**src/shared/mrg_pkg.sv**
```systemverilog
package mrg_pkg;

    // ****************************************************************
    // Clock and timing
    // ****************************************************************
    localparam longint unsigned REF_CLK_HZ     = 64'd20_000_000;
    localparam int unsigned     MS_PER_S       = 1000;

    // ****************************************************************
    // Function and exception codes
    // ****************************************************************
    localparam logic [7:0] FN_READ_HOLD     = 8'h03;
    localparam logic [7:0] FN_READ_INPUT    = 8'h04;
    localparam logic [7:0] FN_WRITE_ONE     = 8'h06;
    localparam logic [7:0] FN_WRITE_MANY    = 8'h10;
    localparam logic [7:0] EXC_FLAG         = 8'h80;
    localparam logic [7:0] EXC_ILLEGAL_FUNC = 8'h01;
    localparam logic [7:0] EXC_ILLEGAL_ADDR = 8'h02;

    // ****************************************************************
    // Register addresses (protocol addresses)
    // ****************************************************************
    localparam logic [15:0] HOLD_FLOAT_ADDR = 16'h0000;
    localparam logic [15:0] HOLD_STR_ADDR   = 16'h0002;
    localparam logic [15:0] HOLD_SET_ADDR   = 16'h0004;
    localparam logic [15:0] IN_MEAS_ADDR    = 16'h7530;
    localparam logic [15:0] IN_OOR_ADDR     = 16'h754C;

    // ****************************************************************
    // Reset values and permitted ranges
    // ****************************************************************
    localparam logic [31:0] CFG_FLOAT_RST   = 32'h0000_0000;
    localparam logic [31:0] CFG_STR_RST     = 32'h2020_2020;
    localparam logic [15:0] CFG_SET_RST     = 16'h0001;
    localparam logic [15:0] SET_MIN         = 16'h0001;
    localparam logic [15:0] SET_MAX         = 16'h0064;
    localparam logic [7:0]  FLT_EXP_MAX     = 8'h85;
    localparam logic [15:0] OOR_ADDR_RST    = 16'h0000;
    localparam logic [15:0] CRC_INIT        = 16'hFFFF;
    localparam logic [15:0] CRC_POLY        = 16'hA001;

    // ****************************************************************
    // Item codes and frame sizes
    // ****************************************************************
    localparam logic [1:0]  IT_NONE         = 2'h0;
    localparam logic [1:0]  IT_FLOAT        = 2'h1;
    localparam logic [1:0]  IT_STR          = 2'h2;
    localparam logic [1:0]  IT_SET          = 2'h3;
    localparam int unsigned FRAME_BYTES     = 7;
    localparam logic [3:0]  LEN_EXC         = 4'h3;
    localparam logic [3:0]  LEN_WRITE       = 4'h6;

    typedef enum logic [1:0] {
        ST_IDLE = 2'b01,
        ST_SEND = 2'b10
    } mrg_state_t;

    typedef struct packed {
        mrg_state_t                   st;
        logic [FRAME_BYTES-1:0][7:0]  frame;
        logic [3:0]                   len;
        logic [3:0]                   idx;
        logic [15:0]                  crc;
        logic [31:0]                  cfg_float;
        logic [31:0]                  cfg_str;
        logic [15:0]                  cfg_set;
        logic [31:0]                  bak_float;
        logic [31:0]                  bak_str;
        logic [15:0]                  bak_set;
        logic                         we_on;
        logic [31:0]                  we_timer;
        logic [15:0]                  last_oor;
        logic                         resp_valid;
        logic [7:0]                   resp_byte;
        logic                         resp_last;
        logic                         busy;
    } mrg_regs_t;

    // Holding item starting exactly at addr, or none
    function automatic logic [1:0] mrg_hold_item(input logic [15:0] addr);
        case (addr)
            HOLD_FLOAT_ADDR: mrg_hold_item = IT_FLOAT;
            HOLD_STR_ADDR:   mrg_hold_item = IT_STR;
            HOLD_SET_ADDR:   mrg_hold_item = IT_SET;
            default:         mrg_hold_item = IT_NONE;
        endcase
    endfunction : mrg_hold_item

    function automatic logic [7:0] mrg_item_regs(input logic [1:0] item);
        mrg_item_regs = (item == IT_SET) ? 8'h01 : ((item == IT_NONE) ? 8'h00 : 8'h02);
    endfunction : mrg_item_regs

    // Word order: swap=1 puts the low half in the first register
    function automatic logic [31:0] mrg_word_order(input logic [31:0] v, input logic swap);
        mrg_word_order = swap ? {v[15:0], v[31:16]} : v;
    endfunction : mrg_word_order

    // String order: swap=1 puts the first character in the low byte
    function automatic logic [31:0] mrg_str_order(input logic [31:0] v, input logic swap);
        mrg_str_order = swap ? {v[23:16], v[31:24], v[7:0], v[15:8]} : v;
    endfunction : mrg_str_order

endpackage : mrg_pkg

```
**src/verilog/mrg_register_guard.sv**
```systemverilog
// Summary of operation
// - A write to a valid register while write mode is off is answered with exception 2.
// - A legal but out-of-range written value gets a normal answer and leaves the setting unchanged.
// - When the write-enable period runs out, write mode ends and the prior configuration comes back.
// - The address of the last holding register written out of range is readable at input register 30028.
// - The device stays silent when disabled or when the station address does not match; the master must match.
// - Float halves are ordered by the word-order setting, which the master must share.
// - String characters are packed by the string-order setting, which the master must share.
module mrg_register_guard
    import mrg_pkg::*;
#(
    parameter int unsigned WE_PERIOD_MS = 60000
)
(
    input  wire logic        ref_clk_i,
    input  wire logic        rst_n_i,
    input  wire logic        modbus_en_i,
    input  wire logic [7:0]  station_addr_i,
    input  wire logic        word_order_i,
    input  wire logic        string_order_i,
    input  wire logic        we_unlock_i,
    input  wire logic [31:0] meas_float_i,
    input  wire logic        req_valid_i,
    input  wire logic [7:0]  req_station_i,
    input  wire logic [7:0]  req_func_i,
    input  wire logic [15:0] req_addr_i,
    input  wire logic [15:0] req_count_i,
    input  wire logic [31:0] req_wdata_i,
    output logic             resp_valid_o,
    output logic [7:0]       resp_byte_o,
    output logic             resp_last_o,
    output logic             busy_o,
    output logic             we_active_o,
    output logic [31:0]      cfg_float_o,
    output logic [31:0]      cfg_str_o,
    output logic [15:0]      cfg_set_o
);

    // ****************************************************************
    // Timing
    // ****************************************************************
    localparam longint unsigned WE_CYCLES_L = (64'(WE_PERIOD_MS) * REF_CLK_HZ) / 64'(MS_PER_S);
    localparam logic [31:0]     WE_CYCLES   = (WE_CYCLES_L < 64'd1) ? 32'h0000_0001 : WE_CYCLES_L[31:0];

    mrg_regs_t r;
    mrg_regs_t next_r;
    logic [7:0]  cur_byte;
    logic [15:0] crc_next;

    mrg_crc16 u_crc (
        .crc_i  (r.crc),
        .byte_i (cur_byte),
        .crc_o  (crc_next)
    );

    assign cur_byte = r.frame[r.idx[2:0]];

    // ****************************************************************
    // Request decode, configuration and response framing
    // ****************************************************************
    always_comb begin
        logic [1:0]  item;
        logic [31:0] rd;
        logic [31:0] wv;
        logic [7:0]  exc;
        logic        ok_func;
        logic        in_range;
        item     = IT_NONE;
        rd       = 32'h0000_0000;
        wv       = 32'h0000_0000;
        exc      = 8'h00;
        ok_func  = 1'b1;
        in_range = 1'b1;
        next_r   = r;
        next_r.resp_valid = 1'b0;
        next_r.resp_last  = 1'b0;

        case (r.st)
            ST_IDLE: begin
                // Only addressed, enabled traffic is answered
                if (req_valid_i && modbus_en_i && (req_station_i == station_addr_i)) begin
                    next_r.frame[0] = station_addr_i;
                    next_r.frame[1] = req_func_i;
                    case (req_func_i)
                        FN_READ_HOLD, FN_WRITE_ONE, FN_WRITE_MANY: begin
                            item = mrg_hold_item(req_addr_i);
                        end
                        FN_READ_INPUT: begin
                            if (req_addr_i == IN_MEAS_ADDR) begin
                                item = IT_FLOAT;
                            end else if (req_addr_i == IN_OOR_ADDR) begin
                                item = IT_SET;
                            end
                        end
                        default: begin
                            ok_func = 1'b0;
                        end
                    endcase
                    // Partial coverage of a multi-register value is refused
                    if (!ok_func) begin
                        exc = EXC_ILLEGAL_FUNC;
                    end else if (item == IT_NONE || req_count_i != {8'h00, mrg_item_regs(item)}) begin
                        exc = EXC_ILLEGAL_ADDR;
                    end else if (req_func_i == FN_WRITE_ONE && item != IT_SET) begin
                        exc = EXC_ILLEGAL_ADDR;
                    end else if ((req_func_i == FN_WRITE_ONE || req_func_i == FN_WRITE_MANY) && !r.we_on) begin
                        exc = EXC_ILLEGAL_ADDR;
                    end

                    if (exc != 8'h00) begin
                        next_r.frame[1] = req_func_i | EXC_FLAG;
                        next_r.frame[2] = exc;
                        next_r.len      = LEN_EXC;
                    end else if (req_func_i == FN_READ_HOLD || req_func_i == FN_READ_INPUT) begin
                        if (req_func_i == FN_READ_INPUT) begin
                            rd = (item == IT_FLOAT) ? mrg_word_order(meas_float_i, word_order_i)
                                                    : {r.last_oor, 16'h0000};
                        end else if (item == IT_FLOAT) begin
                            rd = mrg_word_order(r.cfg_float, word_order_i);
                        end else if (item == IT_STR) begin
                            rd = mrg_str_order(r.cfg_str, string_order_i);
                        end else begin
                            rd = {r.cfg_set, 16'h0000};
                        end
                        next_r.frame[2] = 8'(mrg_item_regs(item) << 1);
                        next_r.frame[3] = rd[31:24];
                        next_r.frame[4] = rd[23:16];
                        next_r.frame[5] = rd[15:8];
                        next_r.frame[6] = rd[7:0];
                        next_r.len      = 4'(3 + 2 * mrg_item_regs(item));
                    end else begin
                        // Write echo: address then value or quantity
                        next_r.frame[2] = req_addr_i[15:8];
                        next_r.frame[3] = req_addr_i[7:0];
                        next_r.frame[4] = (req_func_i == FN_WRITE_ONE) ? req_wdata_i[15:8] : req_count_i[15:8];
                        next_r.frame[5] = (req_func_i == FN_WRITE_ONE) ? req_wdata_i[7:0] : req_count_i[7:0];
                        next_r.len      = LEN_WRITE;
                        if (item == IT_FLOAT) begin
                            wv       = mrg_word_order(req_wdata_i, word_order_i);
                            in_range = !wv[31] && (wv[30:23] <= FLT_EXP_MAX);
                        end else if (item == IT_STR) begin
                            wv       = mrg_str_order(req_wdata_i, string_order_i);
                        end else begin
                            wv       = {16'h0000, (req_func_i == FN_WRITE_ONE) ? req_wdata_i[15:0] : req_wdata_i[31:16]};
                            in_range = (wv[15:0] >= SET_MIN) && (wv[15:0] <= SET_MAX);
                        end
                        // Normal answer either way; only in-range values are stored
                        if (!in_range) begin
                            next_r.last_oor = req_addr_i;
                        end else if (item == IT_FLOAT) begin
                            next_r.cfg_float = wv;
                        end else if (item == IT_STR) begin
                            next_r.cfg_str = wv;
                        end else begin
                            next_r.cfg_set = wv[15:0];
                        end
                    end
                    next_r.idx  = 4'h0;
                    next_r.crc  = CRC_INIT;
                    next_r.busy = 1'b1;
                    next_r.st   = ST_SEND;
                end
            end
            ST_SEND: begin
                // CRC goes out low byte first
                next_r.resp_valid = 1'b1;
                next_r.idx        = r.idx + 4'h1;
                if (r.idx < r.len) begin
                    next_r.resp_byte = cur_byte;
                    next_r.crc       = crc_next;
                end else if (r.idx == r.len) begin
                    next_r.resp_byte = r.crc[7:0];
                end else begin
                    next_r.resp_byte = r.crc[15:8];
                    next_r.resp_last = 1'b1;
                    next_r.busy      = 1'b0;
                    next_r.st        = ST_IDLE;
                end
            end
            default: begin
                next_r.st   = ST_IDLE;
                next_r.busy = 1'b0;
            end
        endcase

        // ****************************************************************
        // Write-enable period
        // ****************************************************************
        // Expiry is applied last so the restore wins over a write in the same cycle
        if (we_unlock_i) begin
            if (!r.we_on) begin
                next_r.bak_float = r.cfg_float;
                next_r.bak_str   = r.cfg_str;
                next_r.bak_set   = r.cfg_set;
            end
            next_r.we_on    = 1'b1;
            next_r.we_timer = WE_CYCLES - 32'h0000_0001;
        end else if (r.we_on) begin
            if (r.we_timer == 32'h0000_0000) begin
                next_r.we_on     = 1'b0;
                next_r.cfg_float = r.bak_float;
                next_r.cfg_str   = r.bak_str;
                next_r.cfg_set   = r.bak_set;
            end else begin
                next_r.we_timer = r.we_timer - 32'h0000_0001;
            end
        end
    end

    always_ff @(posedge ref_clk_i or negedge rst_n_i) begin
        if (!rst_n_i) begin
            r            <= '0;
            r.st         <= ST_IDLE;
            r.crc        <= CRC_INIT;
            r.cfg_float  <= CFG_FLOAT_RST;
            r.cfg_str    <= CFG_STR_RST;
            r.cfg_set    <= CFG_SET_RST;
            r.bak_float  <= CFG_FLOAT_RST;
            r.bak_str    <= CFG_STR_RST;
            r.bak_set    <= CFG_SET_RST;
            r.last_oor   <= OOR_ADDR_RST;
        end else begin
            r <= next_r;
        end
    end

    assign resp_valid_o = r.resp_valid;
    assign resp_byte_o  = r.resp_byte;
    assign resp_last_o  = r.resp_last;
    assign busy_o       = r.busy;
    assign we_active_o  = r.we_on;
    assign cfg_float_o  = r.cfg_float;
    assign cfg_str_o    = r.cfg_str;
    assign cfg_set_o    = r.cfg_set;

endmodule : mrg_register_guard

```
**src/verilog/mrg_crc16.sv**
```systemverilog
module mrg_crc16
    import mrg_pkg::*;
(
    input  wire logic [15:0] crc_i,
    input  wire logic [7:0]  byte_i,
    output logic      [15:0] crc_o
);

    always_comb begin
        logic [15:0] c;
        c = crc_i ^ {8'h00, byte_i};
        for (int b = 0; b < 8; b++) begin
            c = c[0] ? ((c >> 1) ^ CRC_POLY) : (c >> 1);
        end
        crc_o = c;
    end

endmodule : mrg_crc16

```
**config.mk**
```make
export PLATFORM = sky130hd
export DESIGN_NAME = mrg_register_guard
export DESIGN_NICKNAME = d
export VERILOG_FILES = /design/src/shared/mrg_pkg.sv /design/src/verilog/mrg_register_guard.sv /design/src/verilog/mrg_crc16.sv
export SDC_FILE = /design/constraint.sdc
export NUM_CORES = 1
export LEC_CHECK = 0
export ABC_AREA = 1
export BUFFER_PORTS_ARGS = -buffer_cell sky130_fd_sc_hd__buf_2
export CORE_MARGIN = 3
export CORE_UTILIZATION = 30
export CTS_CLUSTER_SIZE = 10
export DETAILED_ROUTE_END_ITERATION = 7
export PLACE_DENSITY = 0.53
export SYNTH_ARGS = -nofsm -noshare
export SYNTH_HDL_FRONTEND = slang
export SYNTH_SLANG_ARGS = --single-unit
export TNS_END_PERCENT = 100
```
**constraint.sdc**
```tcl
create_clock -name ref_clk_i -period 3.6 [get_ports ref_clk_i]
set_clock_uncertainty 0.1 [all_clocks]
set_input_delay 0.36 -clock ref_clk_i [delete_from_list [all_inputs] [get_ports ref_clk_i]]
set_output_delay 0.36 -clock ref_clk_i [all_outputs]
set_load 0.05 [all_outputs]
```
Word-level counts from Yosys, hierarchy flattened
Index checks and enable logic that the tools add are counted.

word-level totals
  bits in registers = 302
  output and inout port bits = 92
  word-level logic and storage cells = 181

cells by class
  add/sub/neg operators = 3
  order comparisons = 5
  equal/unequal tests = 22
  multiplexer cells = 86
  bitwise operators = 13
  reductions and logical operators = 28

operators by type and width
  cell                   count
  $mux 32                20
  $mux 80                7
  $mux 16                11
  $mux 162               1
  $mux 8                 10
  $mux 33                2
  $mux 48                1
  $pmux 20 s2            1
  $eq 16x15->1 const B   2
  $logic_not 32->1       1
  $sub 32x1->32 const B  1
  $mux 2                 14
  $bmux 8 s3             1
  $not 2->3              8
  $eq 16x2->1 const B    1
  $eq 16x3->1 const B    1
  $eq 8x3->1 const B     2
  $ge 16x1->1 const B    1
  $le 16x7->1 const B    1
  $logic_not 16->1       1
  $ne 16x8->1            1
  $xor 16x8->16          1
  $ne 2x2->1 const B     6
  $mux 1                 11
  other kinds (29)       51

Logic depth before layout (Yosys ltp)
Gate-level depths: netlist (run 1).

  depth in word-level cells = 27
  gate-level depth with buffers = 25
  depth with buffers taken out = 25

Hierarchy
From an unflattened synthesis (run 1), not the netlist that was laid out.

second synthesis, totals
  cell total of the unflattened synthesis = 2574
  area, all modules = 18611.6 sq um

by module, submodules not included
  module              times used  cells each  area each (sq um)
  mrg_register_guard  1           2492        18058.6
  mrg_crc16           1           82          553.0

Worst setup path before layout (run 1)
OpenSTA, ideal clock, no wires.

  path type = input port to flip-flop
  from = in req_func_i[7]
  to = reg r (netlist bit cfg_set_o[2])
  setup time = 0.118 ns
  arrival time = 3.356 ns
  setup slack = 0.026 ns
  stages on the path = 24
  buffers on the path = 2
  cell sequence = nor2_2 -> nand3_2 -> nor3_2 -> inv_1 -> clkbuf_1 -> nor3_1 -> nand2_1 -> o211ai_1 -> inv_1 -> ha_1 -> or2_2 -> nand4_1 -> nor2_1 -> nand2_1 -> nor2_1 -> inv_1 -> nor2_2 -> nand2_1 -> clkinv_1 -> nand4_2 -> buf_2 -> nand2_1 -> nand3_1 -> nand2_1

RTL lines
  what                  line                       RTL
  start, declared       mrg_register_guard.sv:25   input wire logic [7:0] req_func_i,
  end signal, assigned  mrg_register_guard.sv:223  r <= next_r;
  end, declared         mrg_register_guard.sv:45   mrg_regs_t r;

Final worst setup path (run 1)
  from = in req_addr_i[7]
  to = reg r[275] (netlist name)

on the way
  word-level cells in the longest chain between the ends = 18

ends and longest elaborated chain
  what                        line                                      RTL
  start, declared             mrg_register_guard.sv:26                  input wire logic [15:0] req_addr_i,
  $eq 16x15->1                mrg_register_guard.sv:91                  end else if (req_addr_i == IN_OOR_ADDR) begin
  $mux 2                      mrg_register_guard.sv:91
  $mux 2                      mrg_register_guard.sv:89                  if (req_addr_i == IN_MEAS_ADDR) begin
  $pmux 2 s2                  mrg_register_guard.sv:84                  case (req_func_i)
  $mux 2                      mrg_register_guard.sv:81                  if (req_valid_i && modbus_en_i && (req_station_i == station_addr_i)) begin
  $mux 2                      mrg_register_guard.sv:78                  case (r.st)
  $logic_not 2->1             mrg_pkg.sv:90, mrg_register_guard.sv:102
  $mux 2 (2 in a row)         mrg_pkg.sv:90                             mrg_item_regs = (item == IT_SET) ? 8'h01 : ((item == IT_NONE) ? 8'h00 : 8'h02);
  $ne 16x8->1                 mrg_register_guard.sv:102                 end else if (item == IT_NONE || req_count_i != {8'h00, mrg_item_regs(item)}) begin
  $logic_or 1x1->1            mrg_register_guard.sv:102
  $mux 2                      mrg_register_guard.sv:102
  $mux 2                      mrg_register_guard.sv:100                 if (!ok_func) begin
  $mux 8                      mrg_register_guard.sv:81
  $mux 8                      mrg_register_guard.sv:78
  $reduce_bool 8->1           mrg_register_guard.sv:110                 if (exc != 8'h00) begin
  $not 1->1 (no line)         n/a
  $reduce_and 3->1 (no line)  n/a

Parallel ways exist; a longest one is shown, timed or not. The select of a mux whose other input is x is not followed.
A chain may end at the register's enable or synchronous reset.

==> results of run 1 <==
[cell families after synthesis]
| logic type | after synthesis | synth area share, % |
|---|---|---|
| and+or+nand+nor | 1086 | 24.41 |
| AOI/OAI and AO/OA | 648 | 19.20 |
| buffers and inverters | 566 | 13.45 |
| DFF | 302 | 40.49 |
| muxes | 23 | 1.381 |
| adders and majority gates | 11 | 0.7341 |
| xor gates and xnor gates | 7 | 0.3270 |
[where the power goes]
part / internal [mW] / switching (mW) / leakage (nW)
combinational: 0.306 / 0.705 / 6.63
clock: 2.41 / 1.60 / 0.632
sequential: 3.50 / 0.0590 / 3.81
total: 6.21 / 2.36 / 11.1
[critical path: cells and delay by family]
kind	cells	cell delay (ps)
AOI/OAI and AO/OA	6	1230
buffers and inverters	8	1180
and+or+nand+nor	4	810
adders and majority gates	1	230
[sequential cells by signal, indices dropped and copies added (netlist names)]
register,cells
busy_o,1
cfg_float_o,32
cfg_set_o,16
cfg_str_o,32
r,210
resp_byte_o,8
resp_last_o,1
resp_valid_o,1
we_active_o,1
[stage by stage]
step           util, %  TNS [ps]
5_1_grt          36.74    -98.31
4_1_cts          36.45         0
3_5_place_dp     34.26    -30970
6_report         36.74         0
2_1_floorplan        -         0
3_3_place_gp     34.26    -28170
[metal layers]
layer	share of wire, %	wire length [um]	global-route usage [%]
met1	43	34140	31.73
met2	46	36880	38.46
met3	7.6	6051	4.482
met4	3.4	2687	7.982
met5	0.018	14	0
[how the worst max path moves through the flow]
stage / from / slack (ps) / to
floorplan: req_func_i[7] / 30 / cfg_set_o[2]
global placement: req_func_i[7] / -400 / cfg_str_o[8]
detailed placement: req_func_i[7] / -380 / r[273]
CTS: req_func_i[7] / 180 / cfg_str_o[8]
global route: req_addr_i[6] / -30 / cfg_str_o[8]
finish: req_addr_i[7] / 100 / r[275]
[cell type report]
cell class | instances | area (um2)
fill | 6674 | 39040
multi-input combinational | 1775 | 8753
sequential | 302 | 7591
timing repair buffer | 405 | 2733
inverter | 333 | 1255
clock buffer | 66 | 1200
tap | 837 | 1047
clock inverter | 7 | 92.59
[repair_timing]
item	in CTS	in global routing
hold buffers	6	0
gates resized for setup	0	22
setup buffers	0	3
setup endpoints to repair	0	80
hold endpoints to repair	81	0
[Yosys cell counts, types with 22 or more instances]
cell | count | area (um2)
dfrtp_1 | 275 | 6882
inv_1 | 324 | 1216
o21ai_0 | 356 | 1782
a21oi_1 | 159 | 795.8
o221ai_1 | 24 | 210.2
buf_2 | 22 | 110.1
nor2_1 | 215 | 807.0
clkbuf_1 | 104 | 390.4
o211ai_1 | 40 | 300.3
nand4_1 | 57 | 356.6
buf_4 | 96 | 720.7
nand2_1 | 634 | 2380
dfstp_2 | 27 | 709.4
mux2_2 | 23 | 259.0
nand3_1 | 114 | 570.6
==> out/qor.yml, run 1 <==
flow_run:
  maxCapViolations: 0
die:
  die_h_um: 256.0
  fp.dieArea_mm2: 0.06553
  pin_count: 219
  start_util_pct: 30.38
  die_x_um: 256.0
  core_area_mm2: 0.06171
  rows: 91
layout:
  fin_nets: 2995
  fin_cells: 3725
  drive_above_1_share_pct: 18.98
  mostFrequentLayoutCells: "nand2_1 (631), o21ai_0 (356), inv_1 (322), dfrtp_1 (275), buf_2 (216)"
  antenna_cells: 0
  final_common_cell: "nand2_1"
  final_area_mm2: 0.02267
  areaGrowthSynthToFinish_pct: 20.93
status:
  outcome: "finished, final reports clean"
route:
  drc: 0
  via_per_inst: 5.180
  firstDrtPassIters: 6
  drtIter0Drc: 1838
  wl_per_cell_um: 21.42
  antenna_left: 0
  wirelength_um: 79770
  vias: 19300
timing:
  max_clock_freq_mhz: 285.4
  setup_viol: 0
  tightest_slew_ps: 896.0
  slew_viol_final: 0
  slew_headroom_pct: 40.27
  hold_viol: 0
  min_period_over_period_pct: 97.33
  fin_crit_ps: 3504
  worst_slack_ps: 96.28
  whs_ps: 44.82
grt:
  antenna_found_initial: 1
  grt_usage_pct: 23.69
  grt_first_pass_wirelength_um: 118800
  grt_start_max_net_pins: 89
  overflow: 0
  grt_pass1_vias: 18480
power:
  power.total_mw: 8.579
  peakVddDrop_uv: 296.6
  p_per_area_mw_per_mm2: 378.4
  leakage_nw: 11.07
logic_synthesis:
  ys.flop_type: "dfrtp_1"
  synth-seq-cells: 302
  avgSynthCellArea_um2: 7.093
  synth_nets: 2781
  synthCells: 2643
  synth_edf_count: 0
  yosysSeqAreaShare_pct: 40.49
  netlist_area_mm2: 0.01875
  ys_types: 52
  synth_warnings: 0
  async_reset_ff_share_pct: 100.0
setup_path:
  path_common_cell: "buf_4"
  slowest_stage: "a221oi_1"
  cp.arrival_ps: 3840
  rr_startpoint: "r[237]"
  r2r_end: "r[220]"
  cp_slowest_stage_delay_ps: 350
  critPathRequiredTime_ps: 3930
  rrSetupSlack_ps: 630
  crit_path_end_kind: "flop"
  cp-start-kind: "input port"
  crit_chain: "buf_2 > nor4_1 > nand3_1 > nor3_1 > buf_4 > nand2_1 > o211ai_1 > inv_1 > buf_4 > ha_2 > clkinv_1 > buf_12 > buf_4 > a21oi_1 > o21ai_0 > o221ai_1 > buf_4 > a221oi_1 > o21ai_0"
  path_max_fanout: 14
  crit_type: "input port to flop"
  rr_worst_depth: 18
placement:
  port_buffers: 218
  post-place-ws_ps: -384.1
  dp.cells: 3641
  placed_area_mm2: 0.02114
  hpwl_um: 61110
  place.gp.congestion: 1.003
clocking:
  clk_pin_slew_ps: 60
  root_buffer: "clkbuf_16"
  htreeDepth: 2
  cts_buffer_depth: 3
  cts_buffers: 40
  worstSkewPairLatency_ps: 570
  cts.sinks: 302
  cts_tree: "done"
worst_hold_path:
  min_to: "r[247]"
  min_path_type: "input port to flop"
  hp-start: "station_addr_i[3]"
  hold_depth: 3
(Power assumes the default switching activity.)
==> run 2, diff against run 1 <==
--- a/config.mk
+++ b/config.mk
@@ -14,5 +14,6 @@
 export PLACE_DENSITY = 0.53
 export SYNTH_ARGS = -nofsm -noshare
 export SYNTH_HDL_FRONTEND = slang
+export SYNTH_HIERARCHICAL = 1
 export SYNTH_SLANG_ARGS = --single-unit
 export TNS_END_PERCENT = 100
==> out/qor.yml, run 2 <==
status:
  outcome: "finished, final reports clean"
logic_synthesis:
  yosysSeqAreaShare_pct: 40.79
  synth_warnings: 6
  synth_top_cell_by_area: "dfrtp_1"
  ys.flop_type: "dfrtp_1"
  netlist_area_mm2: 0.01861
  avgSynthCellArea_um2: 7.231
  synth_nets: 2712
  synth_commonest_cells: "nand2_1 (629), o21ai_0 (320), dfrtp_1 (275)"
  synthTopCellsByArea: "dfrtp_1 (37%), nand2_1 (13%), o21ai_0 (8.6%)"
  synth-seq-cells: 302
  async_reset_ff_share_pct: 100.0
  post-synth-top-count-cell: "nand2_1"
  synthCells: 2574
  ys_types: 57
  synth_edf_count: 0
  synth_top_area_share_pct: 36.97
timing:
  slew_viol_final: 0
  slew_headroom_pct: 38.28
  fin_crit_ps: 3279
  rsz0062_at_grt: "false"
  hold_viol: 0
  fin_setup_tns_ps: 0
  setup_viol: 0
  min_period_over_period_pct: 91.07
  max_clock_freq_mhz: 305.0
  tightest_slew_ps: 925.8
power:
  pwr-share-comb_pct: 15.4
  seqPwrFrac_pct: 40.0
  peakVddDrop_uv: 245.7
  leakage_nw: 11.00
  p_per_area_mw_per_mm2: 409.3
  p_clk_share_pct: 44.7
  switching_share_pct: 29.17
  p_int_mw: 6.410
  switchingPower_mw: 2.640
setup_path:
  setup.worst_path.start: "r[236]"
  r2r_end: "r[220]"
  critPathRequiredTime_ps: 3980
  crit_path_end: "r[220]"
  crit_type: "flop to flop"
  path_max_fanout: 18
  cp.arrival_ps: 3660
  cp-start-kind: "flop"
  rr_worst_depth: 19
  crit_path_end_kind: "flop"
  rr_startpoint: "r[236]"
  rrSetupSlack_ps: 320
route:
  wirelength_um: 76720
  wl_per_cell_um: 21.53
  vias: 18530
  firstDrtPassIters: 8
  drc: 0
  drtIter0Drc: 1992
  via_per_inst: 5.201
  antenna_left: 0
layout:
  regMostFlops: "r"
  final_common_cell: "nand2_1"
  fillers: 6481
  areaGrowthSynthToFinish_pct: 18.82
  largest_reg_flops: 210
  final_area_mm2: 0.02211
  fin_nets: 2884
  drive_above_1_share_pct: 19.33
  mostFrequentLayoutCells: "nand2_1 (627), o21ai_0 (320), dfrtp_1 (275), inv_1 (256), buf_2 (215)"
  post-route-util_pct: 36.37
clocking:
  cts_buffer_depth: 3
  worstSkewPairLatency_ps: 570
  htreeDepth: 2
  cts_tree: "done"
  cts_buffers: 41
  cts.sinks: 302
  root_buffer: "clkbuf_16"
  clk_pin_slew_ps: 60
placement:
  port_buffers: 218
  hpwl_um: 58170
  placed_area_mm2: 0.02065
  place.gp.congestion: 1.001
grt:
  grt_usage_pct: 23.14
  grt_first_pass_wirelength_um: 113000
  antenna_found_initial: 10
  grt_pass1_vias: 17970
  grt_start_max_net_pins: 146
  overflow: 0
die:
  die_x_um: 255.1
  rows: 90
  pin_count: 219
  core_area_mm2: 0.06081
  start_util_pct: 30.61
  fp.dieArea_mm2: 0.06506
  die_h_um: 255.1
worst_hold_path:
  min_path_type: "input port to flop"
flow_run:
  maxCapViolations: 0
## run 2: changes by cell type in the layout (fill, tap and decap cells not counted), moves of 18 or more
cell	before	now
nor2_1	211	186
buf_4	166	129
o21ai_0	356	320
nand4_1	57	38
o221ai_1	20	2
a31oi_1	10	30
o21ai_1	2	22
inv_1	322	256
## run 2: metal layers
layer / up-vias / global-route usage (%) / share of wire, %
met1: 8871 / 31.32 / 43
met4: 12 / 9.741 / 4.4
met5: - / 0 / 0.095
met2: 759 / 36.33 / 45
met3: 139 / 4.349 / 7.7
li1: 8750 / - / -
## run 2: area by class of cell
cell class                 instances  area (um2)  area share (%)
clock inverter                     8       78.83          0.3565
timing repair buffer             371        2492           11.27
clock buffer                      67        1244           5.624
tap                              782       978.4           4.425
multi-input combinational       1761        8712           39.40
inverter                         269        1010           4.566
antenna                            3       7.507         0.03395
sequential                       302        7591           34.33
## run 2: logic make-up (layout without fill, tap and decap cells)
kind of cell               Yosys count  after routing  share of synthesized area (%)
AOI/OAI and AO/OA                  641            641                          18.97
xor gates and xnor gates            18             18                         0.8875
adders and majority gates           11             11                         0.7395
buffers and inverters              511            715                          12.56
DFF                                302            302                          40.79
muxes                               21             21                          1.230
other                                0              3                              0
and+or+nand+nor                   1070           1070                          24.83
## run 2: how the worst min path moves through the flow
stage                  start             to  depth (start not counted)
2_1_floorplan        rst_n_i         busy_o                          0
3_3_place_gp           r[71]  cfg_set_o[11]                          2
3_5_place_dp           r[85]   cfg_str_o[9]                          2
4_1_cts        req_func_i[3]         r[255]                          3
5_1_grt        req_func_i[0]         r[252]                          3
6_report       req_func_i[3]         r[255]                          3
## run 2: what timing repair did
item | CTS | global route
hold endpoints to repair | 97 | 0
hold buffers | 9 | 0
endpoints found under the setup margin | 0 | 90
setup buffers | 0 | 5
resized for setup | 0 | 5
## run 2: metrics by stage
| stage | hold slack, ps | power (mW) | setup slack [ps] | cells |
|---|---|---|---|---|
| detailed placement | 360.5 | 5.050 | -141.0 | 3472 |
| CTS | 6.432 | 9.143 | 106.1 | 3556 |
| finish | 44.58 | 9.050 | 321.4 | 3563 |
| global placement | 351.3 | 5.028 | -108.1 | 3472 |
| floorplan | -35.59 | 4.561 | 345.7 | 2574 |
| global route | 22.27 | 9.448 | 78.39 | 3561 |
## run 2: worst max-delay path, cell delays in order, from the launching register on
cell and delay, ps:
dfrtp_1 380, buf_4 260, nor2_1 80, nor2_1 90, o21ai_0 150, a32oi_1 590
xnor2_1 230, nand3_2 160, nand2_2 100, nand2_4 90, nand3_4 90, nand2_4 110
nand2_2 70, nand2_2 100, nand2_4 70, nand3_1 110, nand3_1 90, nand2_1 80
nand2_1 50, a31oi_1 180
## run 2: power groups by stage
stage | combinational (mW) | sequential (mW) | clock, mW
2_1_floorplan | 0.912 | 3.65 | 0
3_3_place_gp | 1.36 | 3.67 | 0
3_5_place_dp | 1.38 | 3.67 | 0
4_1_cts | 1.39 | 3.62 | 4.14
5_1_grt | 1.54 | 3.63 | 4.28
6_report | 1.39 | 3.62 | 4.04
==> run 3, diff against run 2 <==
--- a/config.mk
+++ b/config.mk
@@ -9,6 +9,7 @@
 export BUFFER_PORTS_ARGS = -buffer_cell sky130_fd_sc_hd__buf_2
 export CORE_MARGIN = 3
 export CORE_UTILIZATION = 30
+export CTS_BUF_LIST = sky130_fd_sc_hd__clkbuf_16
 export CTS_CLUSTER_SIZE = 10
 export DETAILED_ROUTE_END_ITERATION = 7
 export PLACE_DENSITY = 0.53
==> out/qor.yml, run 3 (synthesis gave the netlist of run 2 again) <==
setup_path:
  r2r_end: "r[220]"
  rr_startpoint: "r[236]"
  rr_worst_depth: 19
  cp-start-kind: "flop"
  path_max_fanout: 18
  slowest_stage: "a32oi_1"
  crit_type: "flop to flop"
  crit_path_end_kind: "flop"
  cp_num_buf_inv: 1
  rrSetupSlack_ps: 290
  cp.arrival_ps: 3690
  crit_chain: "buf_4 > nor2_1 > nor2_1 > o21ai_0 > a32oi_1 > xnor2_1 > nand3_2 > nand2_2 > nand2_4 > nand3_4 > nand2_4 > nand2_2 > nand2_2 > nand2_4 > nand3_1 > nand3_1 > nand2_1 > nand2_1 > a31oi_1"
  cp_top_family: "simple AND/OR/NAND/NOR gates"
  critPathRequiredTime_ps: 3980
  cp_slowest_stage_delay_ps: 630
route:
  firstDrtPassIters: 5
  wl_per_cell_um: 21.50
  via_per_inst: 5.204
  antenna_left: 0
  drc: 0
  vias: 18540
  wirelength_um: 76570
  drtIter0Drc: 1962
grt:
  grt_pass1_vias: 17970
  antenna_found_initial: 10
  grt_start_max_net_pins: 146
  overflow: 0
  grt_first_pass_wirelength_um: 113000
  grt_usage_pct: 23.14
die:
  fp.dieArea_mm2: 0.06506
  die_x_um: 255.1
  die_h_um: 255.1
  pin_count: 219
  rows: 90
  start_util_pct: 30.61
  core_area_mm2: 0.06081
clocking:
  cts_buffers: 41
  htreeDepth: 2
  clk_pin_slew_ps: 60
  cts.sinks: 302
  cts_buffer_depth: 3
  worstSkewPairLatency_ps: 570
  cts_tree: "done"
  root_buffer: "clkbuf_16"
timing:
  rsz0062_at_grt: "false"
  worst_slack_ps: 293.9
  max_clock_freq_mhz: 302.5
  slew_headroom_pct: 38.46
  tightest_slew_ps: 923.0
  slew_viol_final: 0
  hold_viol: 0
  min_period_over_period_pct: 91.84
  fin_crit_ps: 3306
  setup_viol: 0
  whs_ps: 44.60
worst_hold_path:
  min_to: "r[255]"
  hp-start: "req_func_i[3]"
  hold_depth: 3
  min_path_type: "input port to flop"
placement:
  placed_area_mm2: 0.02065
  place.gp.congestion: 1.001
  hpwl_um: 58170
  port_buffers: 218
  post-place-ws_ps: -141.0
layout:
  final_area_mm2: 0.02199
  regMostFlops: "r"
  drive_above_1_share_pct: 18.90
  fin_nets: 2884
  final_common_cell: "nand2_1"
  areaGrowthSynthToFinish_pct: 18.16
  mostFrequentLayoutCells: "nand2_1 (627), o21ai_0 (320), dfrtp_1 (275), inv_1 (270), buf_2 (215)"
  largest_reg_flops: 210
power:
  leakage_nw: 10.99
  p_per_area_mw_per_mm2: 397.5
  peakVddDrop_uv: 245.7
flow_run:
  maxCapViolations: 0
status:
  outcome: "finished, final reports clean"
==> run 3: cell types whose count changed in the layout (fill, tap and decap cells not counted), sizes merged <==
cell,before,now
diode,3,2
inv,269,283
clkinv,6,18
clkbuf,67,41
==> run 3: report_power, final <==
part           internal (mW)  switching (mW)  leakage (nW)
logic                  0.455           0.940          6.52
registers               3.53          0.0871          3.82
clock network           2.13            1.60         0.638
total                   6.11            2.63          11.0
==> run 3: area by class of cell <==
cell class,count,area [um2]
Clock buffer,41,1026
Clock inverter,34,176.4
Fill cell,6505,38820
Timing Repair Buffer,371,2492
Inverter,269,1010
Antenna cell,2,5.005
Sequential cell,302,7591
Tap cell,782,978.4
Multi-Input combinational cell,1761,8712
==> run 3: worst max path at each step <==
stage	cells past startpoint	to	from	slack, ps
final	19	r[220]	r[236]	290
after global routing	21	r[220]	r[236]	80
after CTS	20	r[278]	req_addr_i[0]	110
after detailed placement	21	r[278]	req_func_i[6]	-140
after global placement	23	cfg_str_o[22]	req_addr_i[9]	-110
after floorplan	22	cfg_float_o[24]	req_func_i[5]	350
==> run 3: metrics by stage <==
stage | power (mW) | util [%] | setup TNS [ps] | std cells
global placement | 5.028 | 33.95 | -2124 | 3472
floorplan | 4.561 | - | 0 | 2574
CTS | 8.837 | 36.08 | 0 | 3556
detailed placement | 5.050 | 33.95 | -2916 | 3472
global route | 9.140 | 36.16 | 0 | 3561
finish | 8.743 | 36.16 | 0 | 3562
==> run 3: worst reg2reg max path, cell delays in order, from the launching register on <==
cell and delay [ps]:
dfrtp_1 370, buf_4 260, nor2_1 90, nor2_1 80
o21ai_0 140, a32oi_1 630, xnor2_1 240, nand3_2 160
nand2_2 100, nand2_4 100, nand3_4 90, nand2_4 110
nand2_2 70, nand2_2 100, nand2_4 70, nand3_1 110
nand3_1 90, nand2_1 80, nand2_1 50, a31oi_1 180
==> run 3: what timing repair did <==
| action | CTS | global route |
|---|---|---|
| setup endpoints to repair | 0 | 90 |
| resized for setup | 0 | 5 |
| hold buffers | 9 | 0 |
| endpoints found under the hold margin | 97 | 0 |
| buffers inserted | 0 | 5 |
==> run 3: layer usage <==
layer  vias up  share of wire [%]  track usage [%]
li1       8740                  -                -
met4        12                4.3            9.741
met3       143                7.5            4.349
met1      8868                 43            31.29
met2       774                 45            36.35
met5         -               0.10                0
